<file path="config.mk">
export PLATFORM = sky130hd
export DESIGN_NAME = ipeme_device_flat
export DESIGN_NICKNAME = d
export VERILOG_FILES = /design/src/inc/ipeme_pkg.sv /design/src/inc/ipeme_if.sv /design/src/ipeme_device.sv /design/src/flat_wrapper.sv
export SDC_FILE = /design/constraint.sdc
export NUM_CORES = 1
export LEC_CHECK = 0
export ABC_AREA = 1
export BUFFER_PORTS_ARGS = -buffer_cell sky130_fd_sc_hd__buf_2
export CAP_MARGIN = 20
export CORE_AREA = 2 2 91 85
export DETAILED_ROUTE_END_ITERATION = 16
export DIE_AREA = 0 0 93 87
export GPL_ROUTABILITY_DRIVEN = 0
export GPL_TIMING_DRIVEN = 0
export PLACE_DENSITY_LB_ADDON = 0.08
export REMOVE_ABC_BUFFERS = 1
export SLEW_MARGIN = 20
export SYNTH_ARGS = -nofsm -noshare
export SYNTH_HDL_FRONTEND = slang
export SYNTH_SLANG_ARGS = --single-unit
</file>
<file path="constraint.sdc">
create_clock -name mclk -period 5.45 [get_ports mclk]
set_input_delay 0.545 -clock mclk [delete_from_list [all_inputs] [get_ports mclk]]
set_output_delay 0.545 -clock mclk [all_outputs]
set_load 0.05 [all_outputs]
</file>
<file path="src/inc/ipeme_pkg.sv">
// Shared constants of the interrupt priority, edge select and master enable block.
// Behaviour
// - Enable bit pair encodes priority: off, 1, 2, 3.
// - Bits 3..0 set port C0..C3 priority.
// - Software writes zeros to group-2 upper bits.
// - Edge bit: 0 falling, 1 rising edge.
// - Select bit 6: pin 6 or comparator.
// - Switching shared source may raise a request.
// - Software disables interrupt before switching source.
// - Software writes zero to select reserved bits.
// - Master enable bit 7 gates all interrupts.
// - Enable, return or write-one sets master.
// - Disable, acknowledge, reset or write-zero clears master.
// - Control bits 6..0 read zero, written zero.
package ipeme_pkg;

    // ********************************************************************
    // Device register map and fields
    // ********************************************************************
    localparam logic [11:0] OFS_PRIO_HIGH = 12'hfc7;
    localparam logic [11:0] OFS_PRIO_LOW  = 12'hfc8;
    localparam logic [11:0] OFS_EDGE_SEL  = 12'hfcd;
    localparam logic [11:0] OFS_SHARE_SEL = 12'hfce;
    localparam logic [11:0] OFS_MASTER    = 12'hfcf;
    localparam int          MASTER_BIT    = 7;
    localparam int          SHARE_BIT     = 6;
    localparam int          SHARED_PIN    = 6;
    localparam logic [7:0]  RST_REG       = 8'h00;
    localparam logic [1:0]  PRIO_OFF      = 2'h0;

    // ********************************************************************
    // Controller register map and fields
    // ********************************************************************
    localparam logic [3:0]  HOFS_CMD      = 4'h0;
    localparam logic [3:0]  HOFS_DEV_ADDR = 4'h1;
    localparam logic [3:0]  HOFS_DEV_WDAT = 4'h2;
    localparam logic [3:0]  HOFS_DEV_RDAT = 4'h3;
    localparam logic [3:0]  HOFS_REQ_INFO = 4'h4;
    localparam logic [3:0]  HOFS_STATUS   = 4'h5;
    localparam logic [3:0]  HOFS_MASK     = 4'h6;
    localparam int          CMD_ENABLE    = 0;
    localparam int          CMD_DISABLE   = 1;
    localparam int          CMD_RETURN    = 2;
    localparam int          CMD_ACK       = 3;
    localparam int          CMD_DEV_WR    = 4;
    localparam int          CMD_DEV_RD    = 5;
    localparam int          CMD_SRC_LSB   = 8;
    localparam int          ST_REQ        = 0;
    localparam int          ST_PIN        = 1;
    localparam int          ST_RDONE      = 2;
    localparam logic [2:0]  RST_EVT       = 3'h0;

endpackage

</file>
<file path="src/inc/ipeme_if.sv">
// Link between the processor end and the interrupt controller end.
`timescale 1ns/1ps
`default_nettype none
interface ipeme_if;
    logic [11:0] addr;
    logic [7:0]  wdata;
    logic        wr;
    logic        rd;
    logic [7:0]  rdata;
    logic        instr_enable;
    logic        instr_disable;
    logic        instr_return;
    logic        ack;
    logic [3:0]  ack_src;
    logic        req;
    logic [3:0]  req_src;
    logic [1:0]  req_level;
    logic [7:0]  pin_request;

    modport dev (
        input  addr, wdata, wr, rd, instr_enable, instr_disable, instr_return, ack, ack_src,
        output rdata, req, req_src, req_level, pin_request
    );
    modport cpu (
        output addr, wdata, wr, rd, instr_enable, instr_disable, instr_return, ack, ack_src,
        input  rdata, req, req_src, req_level, pin_request
    );
endinterface
`default_nettype wire

</file>
<file path="src/ipeme_device.sv">
// Interrupt controller end: priorities, edge detection, shared source and master enable.
//
// Added by the designer: the plain strobed port.
`timescale 1ns/1ps
`default_nettype none
module ipeme_device #(
    parameter int PORTC = 4
) (
    // Clock and reset
    input  wire logic       mclk,
    input  wire logic       arst_n,
    // Processor link
    ipeme_if.dev            bus,
    // Interrupt sources
    input  wire logic [7:0] pin_in,
    input  wire logic       comparator_in,
    input  wire logic [3:0] portc_in
);

    // ********************************************************************
    // Parameter check
    // ********************************************************************
    if (PORTC < 1 || PORTC > 4) begin : g_chk
        $error("PORTC must lie between 1 and 4.");
    end

    // ********************************************************************
    // State
    // ********************************************************************
    logic [3:0]  prio_high;
    logic [3:0]  prio_low;
    logic [7:0]  edge_sel;
    logic        share_sel;
    logic        master;
    logic [7:0]  pin_prev;
    logic [7:0]  pin_pend;
    logic [3:0]  pc_prev;
    logic [3:0]  pc_pend;
    logic [7:0]  rdata;
    logic        req;
    logic [3:0]  req_src;
    logic [1:0]  req_level;
    logic [3:0]  next_prio_high;
    logic [3:0]  next_prio_low;
    logic [7:0]  next_edge_sel;
    logic        next_share_sel;
    logic        next_master;
    logic [7:0]  next_pin_prev;
    logic [7:0]  next_pin_pend;
    logic [3:0]  next_pc_prev;
    logic [3:0]  next_pc_pend;
    logic [7:0]  next_rdata;
    logic        next_req;
    logic [3:0]  next_req_src;
    logic [1:0]  next_req_level;
    logic [7:0]  pin_src;
    logic [7:0]  pin_evt;
    logic [3:0]  pc_evt;
    logic [3:0]  pc_mask;
    logic [4:0]  pick;

    // ********************************************************************
    // Helpers
    // ********************************************************************
    function automatic logic wr_hit(input logic [11:0] ofs);
        wr_hit = bus.wr && (bus.addr == ofs);
    endfunction

    // Returns {valid, index, level}; the highest level wins, the lower index on a tie.
    function automatic logic [4:0] arbitrate(input logic [3:0] pend,
                                             input logic [3:0] hi,
                                             input logic [3:0] lo);
        logic [1:0] code;
        logic [1:0] best;
        logic [1:0] idx;
        logic       found;
        best  = ipeme_pkg::PRIO_OFF;
        idx   = 2'h0;
        found = 1'b0;
        for (int i = 0; i < 4; i++) begin
            code = {hi[i], lo[i]};
            if (pend[i] && code != ipeme_pkg::PRIO_OFF && code > best) begin
                best  = code;
                idx   = i[1:0];
                found = 1'b1;
            end
        end
        arbitrate = {found, idx, best};
    endfunction

    // ********************************************************************
    // Next state
    // ********************************************************************
    always_comb begin
        next_prio_high = prio_high;
        next_prio_low  = prio_low;
        next_edge_sel  = edge_sel;
        next_share_sel = share_sel;
        // Only the low nibble of the priority registers is kept; their reserved upper bits read zero.
        if (wr_hit(ipeme_pkg::OFS_PRIO_HIGH)) begin
            next_prio_high = bus.wdata[3:0];
        end
        if (wr_hit(ipeme_pkg::OFS_PRIO_LOW)) begin
            next_prio_low = bus.wdata[3:0];
        end
        if (wr_hit(ipeme_pkg::OFS_EDGE_SEL)) begin
            next_edge_sel = bus.wdata;
        end
        if (wr_hit(ipeme_pkg::OFS_SHARE_SEL)) begin
            next_share_sel = bus.wdata[ipeme_pkg::SHARE_BIT];
        end

        // Disable and acknowledge win over enable and return, which win over a register write, in the same cycle.
        next_master = master;
        if (wr_hit(ipeme_pkg::OFS_MASTER)) begin
            next_master = bus.wdata[ipeme_pkg::MASTER_BIT];
        end
        if (bus.instr_enable || bus.instr_return) begin
            next_master = 1'b1;
        end
        if (bus.instr_disable || bus.ack) begin
            next_master = 1'b0;
        end
    end

    always_comb begin
        pin_src = pin_in;
        if (share_sel) begin
            pin_src[ipeme_pkg::SHARED_PIN] = comparator_in;
        end
        // A change of source alone can make an edge here and raise a request.
        pin_evt = (edge_sel & pin_src & ~pin_prev) | (~edge_sel & ~pin_src & pin_prev);
        next_pin_prev = pin_src;
        pc_mask = 4'((1 << PORTC) - 1);
        pc_evt  = portc_in & ~pc_prev & pc_mask;
        next_pc_prev = portc_in;

        // A new event in the acknowledge cycle keeps its pending bit.
        next_pin_pend = pin_pend;
        next_pc_pend  = pc_pend;
        if (bus.ack) begin
            if (bus.ack_src[3]) begin
                next_pin_pend[bus.ack_src[2:0]] = 1'b0;
            end else begin
                next_pc_pend[bus.ack_src[1:0]] = 1'b0;
            end
        end
        next_pin_pend = next_pin_pend | pin_evt;
        next_pc_pend  = next_pc_pend | pc_evt;

        pick           = arbitrate(pc_pend, prio_high, prio_low);
        next_req       = master && pick[4];
        next_req_src   = {2'h0, pick[3:2]};
        next_req_level = pick[1:0];
    end

    always_comb begin
        next_rdata = 8'h00;
        if (bus.rd) begin
            unique case (bus.addr)
                ipeme_pkg::OFS_PRIO_HIGH: next_rdata = {4'h0, prio_high};
                ipeme_pkg::OFS_PRIO_LOW:  next_rdata = {4'h0, prio_low};
                ipeme_pkg::OFS_EDGE_SEL:  next_rdata = edge_sel;
                ipeme_pkg::OFS_SHARE_SEL: next_rdata = {1'b0, share_sel, 6'h00};
                ipeme_pkg::OFS_MASTER:    next_rdata = {master, 7'h00};
                default:                  next_rdata = 8'h00;
            endcase
        end
    end

    // ********************************************************************
    // Registers
    // ********************************************************************
    always_ff @(posedge mclk or negedge arst_n) begin
        if (!arst_n) begin
            prio_high <= ipeme_pkg::RST_REG[3:0];
            prio_low  <= ipeme_pkg::RST_REG[3:0];
            edge_sel  <= ipeme_pkg::RST_REG;
            share_sel <= 1'b0;
            master    <= 1'b0;
            pin_prev  <= 8'h00;
            pin_pend  <= 8'h00;
            pc_prev   <= 4'h0;
            pc_pend   <= 4'h0;
            rdata     <= 8'h00;
            req       <= 1'b0;
            req_src   <= 4'h0;
            req_level <= 2'h0;
        end else begin
            prio_high <= next_prio_high;
            prio_low  <= next_prio_low;
            edge_sel  <= next_edge_sel;
            share_sel <= next_share_sel;
            master    <= next_master;
            pin_prev  <= next_pin_prev;
            pin_pend  <= next_pin_pend;
            pc_prev   <= next_pc_prev;
            pc_pend   <= next_pc_pend;
            rdata     <= next_rdata;
            req       <= next_req;
            req_src   <= next_req_src;
            req_level <= next_req_level;
        end
    end

    // ********************************************************************
    // Outputs
    // ********************************************************************
    assign bus.rdata       = rdata;
    assign bus.req         = req;
    assign bus.req_src     = req_src;
    assign bus.req_level   = req_level;
    assign bus.pin_request = pin_pend & {8{master}};

endmodule
`default_nettype wire

</file>
<file path="src/flat_wrapper.sv">
// flat-port wrapper written by rule: the top's interface ports become plain ports
module ipeme_device_flat 
#(
    parameter int PORTC = 4
)
  (mclk, arst_n, pin_in, comparator_in, portc_in, bus_addr, bus_wdata, bus_wr, bus_rd, bus_instr_enable, bus_instr_disable, bus_instr_return, bus_ack, bus_ack_src, bus_rdata, bus_req, bus_req_src, bus_req_level, bus_pin_request);
  ipeme_if bus_i ();
  input  wire logic mclk;
  input  wire logic arst_n;
  input  wire logic [7:0] pin_in;
  input  wire logic comparator_in;
  input  wire logic [3:0] portc_in;
  input wire logic [$bits(bus_i.addr)-1:0] bus_addr;
  input wire logic [$bits(bus_i.wdata)-1:0] bus_wdata;
  input wire logic [$bits(bus_i.wr)-1:0] bus_wr;
  input wire logic [$bits(bus_i.rd)-1:0] bus_rd;
  input wire logic [$bits(bus_i.instr_enable)-1:0] bus_instr_enable;
  input wire logic [$bits(bus_i.instr_disable)-1:0] bus_instr_disable;
  input wire logic [$bits(bus_i.instr_return)-1:0] bus_instr_return;
  input wire logic [$bits(bus_i.ack)-1:0] bus_ack;
  input wire logic [$bits(bus_i.ack_src)-1:0] bus_ack_src;
  output wire logic [$bits(bus_i.rdata)-1:0] bus_rdata;
  output wire logic [$bits(bus_i.req)-1:0] bus_req;
  output wire logic [$bits(bus_i.req_src)-1:0] bus_req_src;
  output wire logic [$bits(bus_i.req_level)-1:0] bus_req_level;
  output wire logic [$bits(bus_i.pin_request)-1:0] bus_pin_request;
  assign bus_i.addr = bus_addr;
  assign bus_i.wdata = bus_wdata;
  assign bus_i.wr = bus_wr;
  assign bus_i.rd = bus_rd;
  assign bus_i.instr_enable = bus_instr_enable;
  assign bus_i.instr_disable = bus_instr_disable;
  assign bus_i.instr_return = bus_instr_return;
  assign bus_i.ack = bus_ack;
  assign bus_i.ack_src = bus_ack_src;
  assign bus_rdata = bus_i.rdata;
  assign bus_req = bus_i.req;
  assign bus_req_src = bus_i.req_src;
  assign bus_req_level = bus_i.req_level;
  assign bus_pin_request = bus_i.pin_request;
  ipeme_device #(.PORTC(PORTC)) u_core (.mclk(mclk), .arst_n(arst_n), .bus(bus_i), .pin_in(pin_in), .comparator_in(comparator_in), .portc_in(portc_in));
endmodule
</file>
==> results.txt, run 1 <==
The run finished with clean final reports. The tightest min-delay check is of the in2async type. The clock slew at the register clock pins of the worst setup and hold paths came out at 0.11 ns. The routed length on met1 is 3138 um. Setup repair after global routing left no endpoint under its margin. Of the available clock period, the critical path in the final layout requires 60.65%. Per report_power, the clock group accounts for 33.9% of the total. The part of the power in registers is 52.2%.

The H-tree depth reported by CTS is 2. The deepest clock path buffer count came out at 2. The via count of the first global-routing pass came out at 2028.

Clock tree synthesis selected as its root buffer the cell clkbuf_8. The number of slew-limit violations in the final report was 0. After clock tree synthesis, the repair step resized 0 gates.

STA classifies the critical path endpoint as a flip-flop. The mean instance size in the synthesized netlist came out at 8.738 um2. The number of clock buffers added by TritonCTS is 5. The sum of buffers and inverters on the critical path is 3. The pre-antenna-repair detailed-routing pass consisted of 4 iterations.

The critical path's most frequent cell is nand2_1. The CTS sink count came out at 55. Among all stages on the critical path, the largest delay is contributed by dfrtp_1.

At the later pin of the worst-skew pair, clock insertion delay measures 0.32 ns. The detailed-route vias per instance came out at 4.752. TritonCTS built the clock tree. The post-cts hold buffer count came out at 0. The setup fix buffers added after clock tree synthesis is 0. The register bit total from synthesis is 55.

Synthesis produced a netlist whose cell count is 303. The global-route wire length before repair came out at 9936 um. The net switching share of the total power is 28.21%.

The cell family contributing the most delay on the critical path is simple AND/OR/NAND/NOR gates. The share of cells above drive strength 1 came out at 25.88%. The synthesized design contains 0 enable-type register cells. The uppermost signal routing layer after detailed routing is met4. The count of standard-cell rows came out at 30. The post-detailed-placement half-perimeter wirelength came out at 4715 um. The critical path goes through nand2_1 -> inv_1 -> ha_1 -> a21oi_1 -> nand3_1 -> o21ai_0 -> ha_1 -> or2_2 -> nand2_1 -> nand2_1 -> nand2_1 -> and2_1 -> ha_1 -> nand2_1 -> nand2_1 -> nor2_1 -> nand2_1 -> nand2_1 -> inv_1 -> nand3b_1 -> nand2_1 -> inv_1. The total negative slack for setup checks came out at 0 ns. The leakage component of the power is 1.641 nW. The upper clock frequency limit came out at 302.5 MHz. Of the total synthesized cell area, the portion taken by XOR and XNOR cells is 0%.

The vertical die dimension is 87 um. The total I/O pin count is 68. Among all flip-flop cells after synthesis, the most frequent one is dfrtp_1. The worst clock skew on the final layout came out at 0.01013 ns. By area, the combinational part of the netlist is dominated by simple AND/OR/NAND/NOR gates.

The layout overhead on the synthesized area is 19.71%. The x dimension of the die came out at 93 um. The starting density of the core is 36.74%.

The total net switching power is 0.2341 mW. The post-synthesis compound-gate area fraction came out at 13.00%. The critical path is of the reg2reg type. The final count of negative-setup-slack endpoints came out at 0. The detail-routed net length per standard cell came out at 13.46 um. The overall power consumption came out at 0.8297 mW. The actual slew at the worst max-slew pin is 0.7188 ns.

The initial antenna violation count is 0. The power density relative to cell area is 261.8 nW/um2. For this run, the slowest stage of the critical path takes 0.45 ns.

For the worst setup path, the data required time is 5.72 ns. The largest net degree at the start of global routing is 56. The maximum fanout encountered on the critical timing path is 4. The core region is 7207 um2. The routed design has 6285 um of wire. The max capacitance violation total came out at 0. The die covers 8091 um2.

The number of warnings reported in the yosys synthesis log came out at 0. Summing the areas of all fa, ha and maj instances in the mapped netlist gives 2.363% of the synthesized area. The repair_antennas step left the layout with diodes totalling 0. The net count reported at finish came out at 420. The remaining routing DRC violations came out at 0. The shortest period the worst path allows came out at 3.306 ns. The sum of overflow across all layers after global routing is 0. The final-report hold violation count came out at 0. The met3 wire length came out at 316 um.

In this run the cell area of the synthesized design comes to 2648 um2. In this run, the number of DRC markers left after iteration 0 of detailed routing was 82. The routed length on met2 is 2766 um. The worst-case IR drop observed on VDD is 0.09484 mV.

The proportion of synthesized chip area in sequential cells came out at 51.98%. The internal power came out at 0.5957 mW. The remaining number of nets flagged by the antenna check after routing came out at 0. The count of different cell masters after synthesis is 35.

Multiplexer cells account for 0.4253% of the synthesized area. The global-route total usage across every layer is 16.07%. Input and output buffers added on the ports amount to 65. The simple-gate share of the synthesized area came out at 23.58%.

The worst path arrival time is 3.57 ns. The share of flip-flops with an asynchronous set or reset after synthesis is 100.0%. The via count came out at 2219. STA classifies the critical path startpoint as a flip-flop. The logic gate share of total power came out at 13.8%. Headroom to the max-slew limit came out at 52.08%.
==> flip-flops by register name, indices dropped and copies added, names as in the netlist, 2 cells and up <==
signal and cells:
u_core.prio_low 4, u_core.bus.rdata 8, u_core.prio_high 4, u_core.pc_pend 4
u_core.pc_prev 4, u_core.edge_sel 8, u_core.pin_pend 8, u_core.bus.req_src 2
u_core.pin_prev 8, u_core.bus.req_level 2
==> layout make-up <==
cell class / instances / area [um2]
Fill cell: 743 / 4038
Sequential cell: 55 / 1376
Multi-Input combinational cell: 195 / 1050
Timing Repair Buffer: 65 / 327.8
Inverter: 48 / 180.2
Tap cell: 96 / 120.1
Clock buffer: 5 / 68.82
Clock inverter: 3 / 46.29
==> cell families after synthesis <==
family	count (synthesis)
compound gates	57
fa+ha+maj	5
buf+inv	54
flops	55
mux	1
other cells	1
simple gates	130
==> stage by stage <==
step | std cells | setup slack, ns | utilization, % | hold slack (ns) | area (um2)
after floorplan | 298 | 2.501 | - | 0.2494 | 2606
after global placement | 459 | 2.164 | 42.34 | 0.4094 | 3052
after detailed placement | 459 | 2.173 | 42.38 | 0.4220 | 3054
after CTS | 467 | 2.135 | 43.98 | 0.2989 | 3169
after global routing | 467 | 1.750 | 43.98 | 0.3165 | 3169
final | 467 | 2.145 | 43.98 | 0.2685 | 3169
==> synthesized netlist by cell type (2+ instances only) <==
| cell | count | share of area, % |
|---|---|---|
| nand3_2 | 2 | 0.76 |
| o21ai_1 | 5 | 0.95 |
| o211ai_1 | 3 | 0.85 |
| buf_4 | 2 | 0.57 |
| inv_1 | 45 | 6.4 |
| dfrtp_1 | 55 | 52 |
| clkbuf_1 | 2 | 0.28 |
| o21ai_0 | 24 | 4.5 |
| ha_1 | 5 | 2.4 |
| o41ai_1 | 3 | 0.99 |
| nand2_1 | 71 | 10 |
| nor3_1 | 2 | 0.38 |
| o221ai_1 | 4 | 1.3 |
| buf_6 | 2 | 0.85 |
| nor2_4 | 3 | 1.3 |
| nor2_1 | 18 | 2.6 |
| nand3_1 | 13 | 2.5 |
| inv_2 | 3 | 0.43 |
| nand2_4 | 2 | 0.85 |
| nor2_2 | 2 | 0.47 |
| nand4_1 | 7 | 1.7 |
| o21ai_2 | 6 | 2.0 |
| a21oi_1 | 10 | 1.9 |
| nand4_2 | 3 | 1.4 |
==> final timing paths <==
kind / startpoint / to / slack (ns) / cells after the start
max: u_core.pc_pend[0]$_DFF_PN0_ / u_core.bus.req$_DFF_PN0_ / 2.14 / 22
min in group mclk: portc_in[1] / u_core.pc_prev[1]$_DFF_PN0_ / 0.34 / 1
max reg2reg: u_core.pc_pend[0]$_DFF_PN0_ / u_core.bus.req$_DFF_PN0_ / 2.14 / 22
max in group asynchronous: arst_n / u_core.pin_pend[7]$_DFF_PN0_ / 4.70 / 1
min: arst_n / u_core.pc_pend[3]$_DFF_PN0_ / 0.27 / 1
min reg2reg: u_core.pc_prev[0]$_DFF_PN0_ / u_core.pc_pend[0]$_DFF_PN0_ / 0.43 / 1
==> per-layer routing <==
layer	vias up	global-route usage, %
li1	1127	-
met1	1036	23.32
met2	49	24.57
met3	7	3.290
met4	0	4.412
met5	-	0
==> power by group through the flow <==
stage	Clock [mW]	Sequential [mW]	Combinational [mW]
finish	0.282	0.433	0.115
global route	0.307	0.436	0.127
CTS	0.292	0.434	0.116
detailed placement	0	0.441	0.116
global placement	0	0.441	0.115
floorplan	0	0.454	0.0519
==> cell usage in the layout, fill, tap and decap left out, types with 2 or more instances in the layout <==
master    instances
nand2_1          71
nand4_1           7
o21ai_0          24
nand4_2           3
clkbuf_8          5
nand3_2           2
o21ai_1           5
ha_1              5
inv_1            45
inv_2             3
nand3_1          13
nor2_2            2
a21oi_1          10
dfrtp_1          55
nor3_1            2
nor2_1           18
o21ai_2           6
o211ai_1          3
nor2_4            3
o41ai_1           3
conb_1            2
buf_2            64
nand2_4           2
o221ai_1          4
(Power assumes the default switching activity.)
==> inputs of run 2 (changes only) <==
==> constraint.sdc (replaced) <==
create_clock -name mclk -period 2.9 [get_ports mclk]
set_input_delay 0.29 -clock mclk [delete_from_list [all_inputs] [get_ports mclk]]
set_output_delay 0.29 -clock mclk [all_outputs]
set_load 0.05 [all_outputs]
==> run 2 against run 1 <==
The run now ends with negative setup slack left. Sequential cell count unchanged. Wire length up 4.9%. Cell count up 1.9%. Hold slack worse by 0.25 ns. Global-route usage up 0.43 points. Fmax up 11%. Non-clock buffer count up 9.
==> results.txt, run 2 (synthesis gave the netlist of run 1 again) <==
The maximum fanout encountered on the critical timing path is 4 (unchanged). Relative to the synthesized area, the layout overhead comes to 27.13%. The largest net degree at the start of global routing came out at 56 (unchanged). The number of slew-limit violations in the final report is 0 (unchanged). The remaining number of nets flagged by the antenna check after routing was 0 (unchanged).

The starting density of the core came out at 36.74% (unchanged). The detailed-route vias per instance came out at 4.742 (-0.21%). In this run the critical register-to-register path is launched from u_core.pc_pend[0]$_DFF_PN0_.

The type of element capturing the critical path is a flip-flop. The root buffer selected by CTS is clkbuf_8. Leaving out fill and tap cells, the most frequent cell in the layout is buf_2. The routed wire length was 6591 um (+4.9%). The post-detailed-placement half-perimeter wirelength is 4715 um (unchanged). The count of non-filler cells in the finished layout is 476 (+1.9%). The final-report hold violation count came out at 0 (unchanged).

The shortest period the worst path allows came out at 2.965 ns (-0.3409 ns). The latest clock arrival within the worst-skew pair was 0.31 ns (about the same). The actual slew at the worst max-slew pin is 0.7235 ns (+0.004651 ns). The worst hold margin came out at 0.01459 ns (-0.2539 ns). The max capacitance violation total came out at 0 (unchanged). The overall power consumption is 1.593 mW (+92%).

The share of cells above drive strength 1 is 34.47% (+8.6 points). The peak supply drop is 0.1781 mV (+88%). The via count is 2257 (+1.7%). The x dimension of the die came out at 93 um (unchanged). The H-tree depth reported by CTS is 2 (unchanged). The number of antenna diodes is 0 (unchanged). The power density relative to cell area came out at 473.4 nW/um2 (+81%).

The worst clock skew on the final layout came out at 0.007384 ns (-0.002750 ns). The worst path arrival time came to 3.19 ns (-0.38 ns). The required arrival time at the worst endpoint came out at 3.12 ns (-2.60 ns). In this run the worst setup path terminates at u_core.bus.req$_DFF_PN0_. In this run the critical register-to-register path is captured at u_core.bus.req$_DFF_PN0_. The flow ran to the end, but the final reports show violations. The sum of overflow across all layers after global routing was 0 (unchanged). The vertical die dimension came out at 87 um (unchanged). The number of clock buffers inserted by TritonCTS is 5 (unchanged). The headroom to the max-slew limit came out at 51.77% (-0.31 points). The detail-routed net length per standard cell is 13.85 um (+2.9%).

The via count of the first global-routing pass was 2097 (+3.4%). The worst hold path belongs to the class in2async. The number of placed instances with taps included came out at 459 (unchanged).

The launching element type of the critical path is a flip-flop. The count of standard-cell rows came out at 30 (unchanged). The total I/O pin count is 68 (unchanged). Setup repair after global routing could not meet its margin everywhere. The number of cells traversed by the worst register-to-register path was 22 (unchanged). The net count reported at finish is 429 (+2.1%).

The critical path starts at u_core.pc_pend[0]$_DFF_PN0_. The global-route total usage across every layer is 16.50% (+0.43 points). The critical path is of the reg2reg type. The number of buffers inserted by port buffering is 65 (unchanged). The final count of negative-setup-slack endpoints was 3 (+3).

The leakage component of the power came to 1.703 nW (+3.8%). The final reports fail on negative setup slack. The slack of the worst reg-to-reg path is -0.06 ns (-2.21 ns). The upper clock frequency limit came to 337.3 MHz (+11%). The core region area is 7207 um2 (unchanged).

The worst path setup slack after routing came out at -0.06459 ns (-2.209 ns). The die footprint came out at 8091 um2 (unchanged). The post-cts hold buffer count came out at 0 (unchanged). The first-pass iteration count of the detailed router is 4 (unchanged). The CTS sink count is 55 (unchanged).

The period utilization came out at 102.2% (+42 points). The DRC marker count from the first detailed-route iteration is 91 (+11%). The initial antenna violation count came out at 0 (unchanged).

In the layout the commonest cells are buf_2, nand2_1, dfrtp_1, inv_1, o21ai_0. The global-route wire length before repair came out at 10210 um (+2.7%). The remaining routing DRC violations came to 0 (unchanged).

The deepest clock path buffer count is 2 (unchanged). The TritonCTS clock tree is done. The clock slew at the register clock pins of the worst setup and hold paths came out at 0.11 ns (about the same).
## run 2: cell types whose count changed in the layout (fill, tap and decap cells not counted), sizes merged
cell,before,now
buf,65,74
## run 2: layout make-up
type,count,area (um2)
Fill cell,734,3841
Sequential cell,55,1376
Multi-Input combinational cell,195,1175
Timing Repair Buffer,74,399.1
Inverter,48,180.2
Tap cell,96,120.1
Clock buffer,5,68.82
Clock inverter,3,46.29
## run 2: worst max-delay path, cell delays in order, from the launching register on
cell and delay [ns]:
dfrtp_1 0.45, nand2_1 0.10, inv_2 0.09, ha_4 0.20, a21oi_4 0.16, nand3_2 0.10
nand2_2 0.08, o21ai_2 0.05, ha_1 0.27, or2_4 0.24, nand2_4 0.07, nand3_2 0.07
and2_4 0.15, ha_4 0.26, nand2_2 0.04, nand2_2 0.07, nor2_4 0.04, nand2_2 0.07
nand2_2 0.07, inv_2 0.08, nand3b_1 0.09, nand2_1 0.07, inv_1 0.04
## run 2: worst min path at each step
stage,end,start,depth (start not counted)
finish,u_core.pc_pend[3]$_DFF_PN0_,arst_n,1
global route,u_core.pc_prev[3]$_DFF_PN0_,arst_n,1
CTS,u_core.pc_prev[1]$_DFF_PN0_,arst_n,1
detailed placement,u_core.pc_prev[1]$_DFF_PN0_,arst_n,1
global placement,u_core.pc_pend[0]$_DFF_PN0_,u_core.pc_prev[0]$_DFF_PN0_,1
floorplan,u_core.bus.rdata[0]$_DFF_PN0_,arst_n,0
## run 2: repair_timing
action / 4_1_cts / 5_1_grt
gates resized for setup: 15 / 20
hold endpoints to repair: 0 / 0
gates cloned: 0 / 0
pin swaps: 13 / 9
endpoints found under the setup margin: 5 / 5
setup buffers: 6 / 3
## run 2: routing by layer
layer,global-route usage (%),wire length [um],vias up,share of wire (%)
met5,0,0,-,0
li1,-,-,1143,-
met1,23.66,3236,1057,49
met4,4.412,54,0,0.82
met2,25.69,2985,52,45
met3,3.290,314,5,4.8
## run 2: metrics by stage
step / util (%) / setup TNS (ns) / area [um2] / setup slack (ns)
after global routing: 46.70 / -0.7746 / 3366 / -0.2269
final: 46.70 / -0.1085 / 3366 / -0.06459
after CTS: 45.42 / -0.1513 / 3273 / -0.08199
after detailed placement: 42.38 / -1.510 / 3054 / -0.3774
after global placement: 42.34 / -1.536 / 3052 / -0.3862
after floorplan: - / -0.09352 / 2606 / -0.04896
## run 2: power breakdown
| part | internal, mW | switching (mW) | total, mW |
|---|---|---|---|
| combinational | 0.0818 | 0.168 | 0.249 |
| sequential | 0.797 | 0.0186 | 0.815 |
| clock | 0.261 | 0.268 | 0.529 |
==> inputs of run 3 (changes only) <==
--- a/config.mk
+++ b/config.mk
@@ -19,3 +19,4 @@
 export SYNTH_ARGS = -nofsm -noshare
 export SYNTH_HDL_FRONTEND = slang
 export SYNTH_SLANG_ARGS = --single-unit
+export TNS_END_PERCENT = 10
==> run 3 against run 2 <==
The flow still finishes with violations (negative setup slack). Non-clock buffer count down 2. Sequential cell count unchanged. Highest routed layer unchanged. Largest power group unchanged. Cell count down 0.42%. First-iteration DRC count down 18%. Critical path depth unchanged.
==> results.txt, run 3 (synthesis gave the netlist of run 1 again) <==
The final-report hold violation count is 0 (unchanged). The number of antenna diodes came to 0 (unchanged). The share of cells above drive strength 1 came out at 33.33% (-1.1 points). The maximum fanout encountered on the critical timing path came out at 4 (unchanged). The latest clock arrival within the worst-skew pair is 0.31 ns (about the same).

The headroom to the max-slew limit is 51.79% (about the same). The sum of overflow across all layers after global routing came out at 0 (unchanged). The upper clock frequency limit was 337.5 MHz (about the same). The run finished, with violations left. The power density relative to cell area is 475.3 nW/um2 (+0.41%). In this run the worst setup path begins at u_core.pc_pend[0]$_DFF_PN0_.

The worst path arrival time came out at 3.18 ns (about the same). The post-route cell area is 3338 um2 (-0.82%). The net count reported at finish came to 427 (-0.47%). The via count came out at 2246 (-0.49%). The DRC marker count from the first detailed-route iteration is 75 (-18%). The shortest period the worst path allows came to 2.963 ns (-0.001720 ns). The count of fill cells added during filler insertion came out at 737 (+0.41%).

The final count of negative-setup-slack endpoints is 2 (-1). The die footprint is 8091 um2 (unchanged). The peak supply drop is 0.1781 mV (about the same). The global-route wire length before repair is 10210 um (unchanged).

The number of cells traversed by the worst register-to-register path came out at 22 (unchanged). The CTS sink count is 55 (unchanged). The actual slew at the worst max-slew pin came out at 0.7232 ns (-0.0003055 ns).

The overall power consumption is 1.587 mW (-0.41%). The largest net degree at the start of global routing is 56 (unchanged). STA classifies the critical path startpoint as a flip-flop. The post-detailed-placement half-perimeter wirelength came to 4715 um (unchanged). The number of buffers inserted by port buffering came out at 65 (unchanged). The root buffer selected by CTS is clkbuf_8. The detail-routed net length per standard cell came out at 13.86 um (+0.12%).

The total I/O pin count came out at 68 (unchanged). Setup repair after global routing could not meet its margin everywhere. The global-route total usage across every layer was 16.50% (unchanged). Leaving out fill and tap cells, the most frequent cell in the layout is buf_2. The H-tree depth reported by CTS is 2 (unchanged). The startpoint identified for the worst register-to-register timing path is u_core.pc_pend[0]$_DFF_PN0_. The number of slew-limit violations in the final report is 0 (unchanged). The initial antenna violation count came out at 0 (unchanged).

The clock slew at the register clock pins of the worst setup and hold paths came out at 0.11 ns (about the same). STA classifies the critical path endpoint as a flip-flop. The library cells used most frequently in the layout, excluding fill and tap cells, are buf_2, nand2_1, dfrtp_1, inv_1, o21ai_0.

The via count of the first global-routing pass is 2097 (unchanged). The min-delay analysis places its worst path in the category in2async. The x dimension of the die is 93 um (unchanged). The starting density of the core is 36.74% (unchanged). The first-pass iteration count of the detailed router came to 4 (unchanged).

The max capacitance violation total came out at 0 (unchanged). The deepest clock path buffer count came out at 2 (unchanged). The leakage component of the power came out at 1.691 nW (-0.72%). The number of clock buffers inserted by TritonCTS is 5 (unchanged).

The cell area after placement came to 3054 um2 (unchanged). The kind of critical path is reg2reg. The routed wire length is 6571 um (-0.30%). The remaining number of nets flagged by the antenna check after routing is 0 (unchanged). The required arrival time at the worst endpoint was 3.12 ns (about the same). The period utilization came to 102.2% (about the same). The vertical die dimension came to 87 um (unchanged). The core region area is 7207 um2 (unchanged).

The TritonCTS clock tree is done. The remaining routing DRC violations is 0 (unchanged). The worst path setup slack after routing is -0.06287 ns (+0.001720 ns). The detailed-route vias per instance came out at 4.738 (about the same). The post-cts hold buffer count is 0 (unchanged). The final reports fail on negative setup slack. The worst clock skew on the final layout is 0.007052 ns (-0.0003319 ns). The count of standard-cell rows is 30 (unchanged). From synthesis to final layout, the design area changed by 26.09%.
run 3: cell types whose count changed in the layout (fill, tap and decap cells not counted), sizes merged:
cell	change
buf	-2
run 3: path summary, 6_finish.rpt:
check                                         endpoint  slack, ns
min reg2reg                u_core.pc_pend[0]$_DFF_PN0_       0.43
max reg2reg                   u_core.bus.req$_DFF_PN0_      -0.06
max in group asynchronous    u_core.master$_DFFE_PN0P_       2.40
min in group mclk          u_core.pc_prev[1]$_DFF_PN0_       0.08
min                        u_core.pc_pend[3]$_DFF_PN0_       0.01
max                           u_core.bus.req$_DFF_PN0_      -0.06
run 3: cell type report:
class	count	area [um2]	area share (%)
sequential	55	1376	41.23
multi-input combinational	195	1166	34.93
timing repair buffer	72	380.4	11.39
inverter	48	180.2	5.397
tap	96	120.1	3.598
clock buffer	5	68.82	2.061
clock inverter	3	46.29	1.387
run 3: worst max-delay path, cell delays in order, from the launching register on:
cell and delay [ns]:
dfrtp_1 0.45, nand2_1 0.10, inv_2 0.09, ha_4 0.20, a21oi_4 0.16, nand3_2 0.10, nand2_2 0.08, o21ai_2 0.05
ha_1 0.27, or2_4 0.24, nand2_4 0.07, nand3_2 0.07, and2_4 0.15, ha_4 0.26, nand2_2 0.04, nand2_2 0.07
nor2_4 0.04, nand2_1 0.07, nand2_1 0.08, inv_2 0.07, nand3b_1 0.09, nand2_1 0.07, inv_1 0.04
run 3: metal layers:
layer / up-vias / wire (um) / track usage (%)
li1: 1137 / - / -
met1: 1052 / 3243 / 23.66
met2: 52 / 2959 / 25.69
met3: 5 / 313 / 3.290
met4: 0 / 54 / 4.412
met5: - / 0 / 0
run 3: power breakdown:
| part | switching, mW | internal [mW] |
|---|---|---|
| combinational | 0.165 | 0.0766 |
| clock | 0.269 | 0.261 |
| sequential | 0.0186 | 0.797 |
run 3: metrics by stage:
step	utilization [%]	hold WS (ns)	setup WS, ns	TNS, ns	std cells
finish	46.32	0.01409	-0.06287	-0.08682	474
global placement	42.34	0.4094	-0.3862	-1.536	459
floorplan	-	-0.005591	-0.04896	-0.09352	298
detailed placement	42.38	0.3994	-0.3774	-1.510	459
global route	46.32	0.06152	-0.2303	-0.7697	474
CTS	45.42	0.04385	-0.08199	-0.1496	473
run 3: repair_timing:
item	4_1_cts	5_1_grt
gates resized for setup	15	14
setup buffers	6	1
pin swaps	12	10
endpoints found under the setup margin	5	5
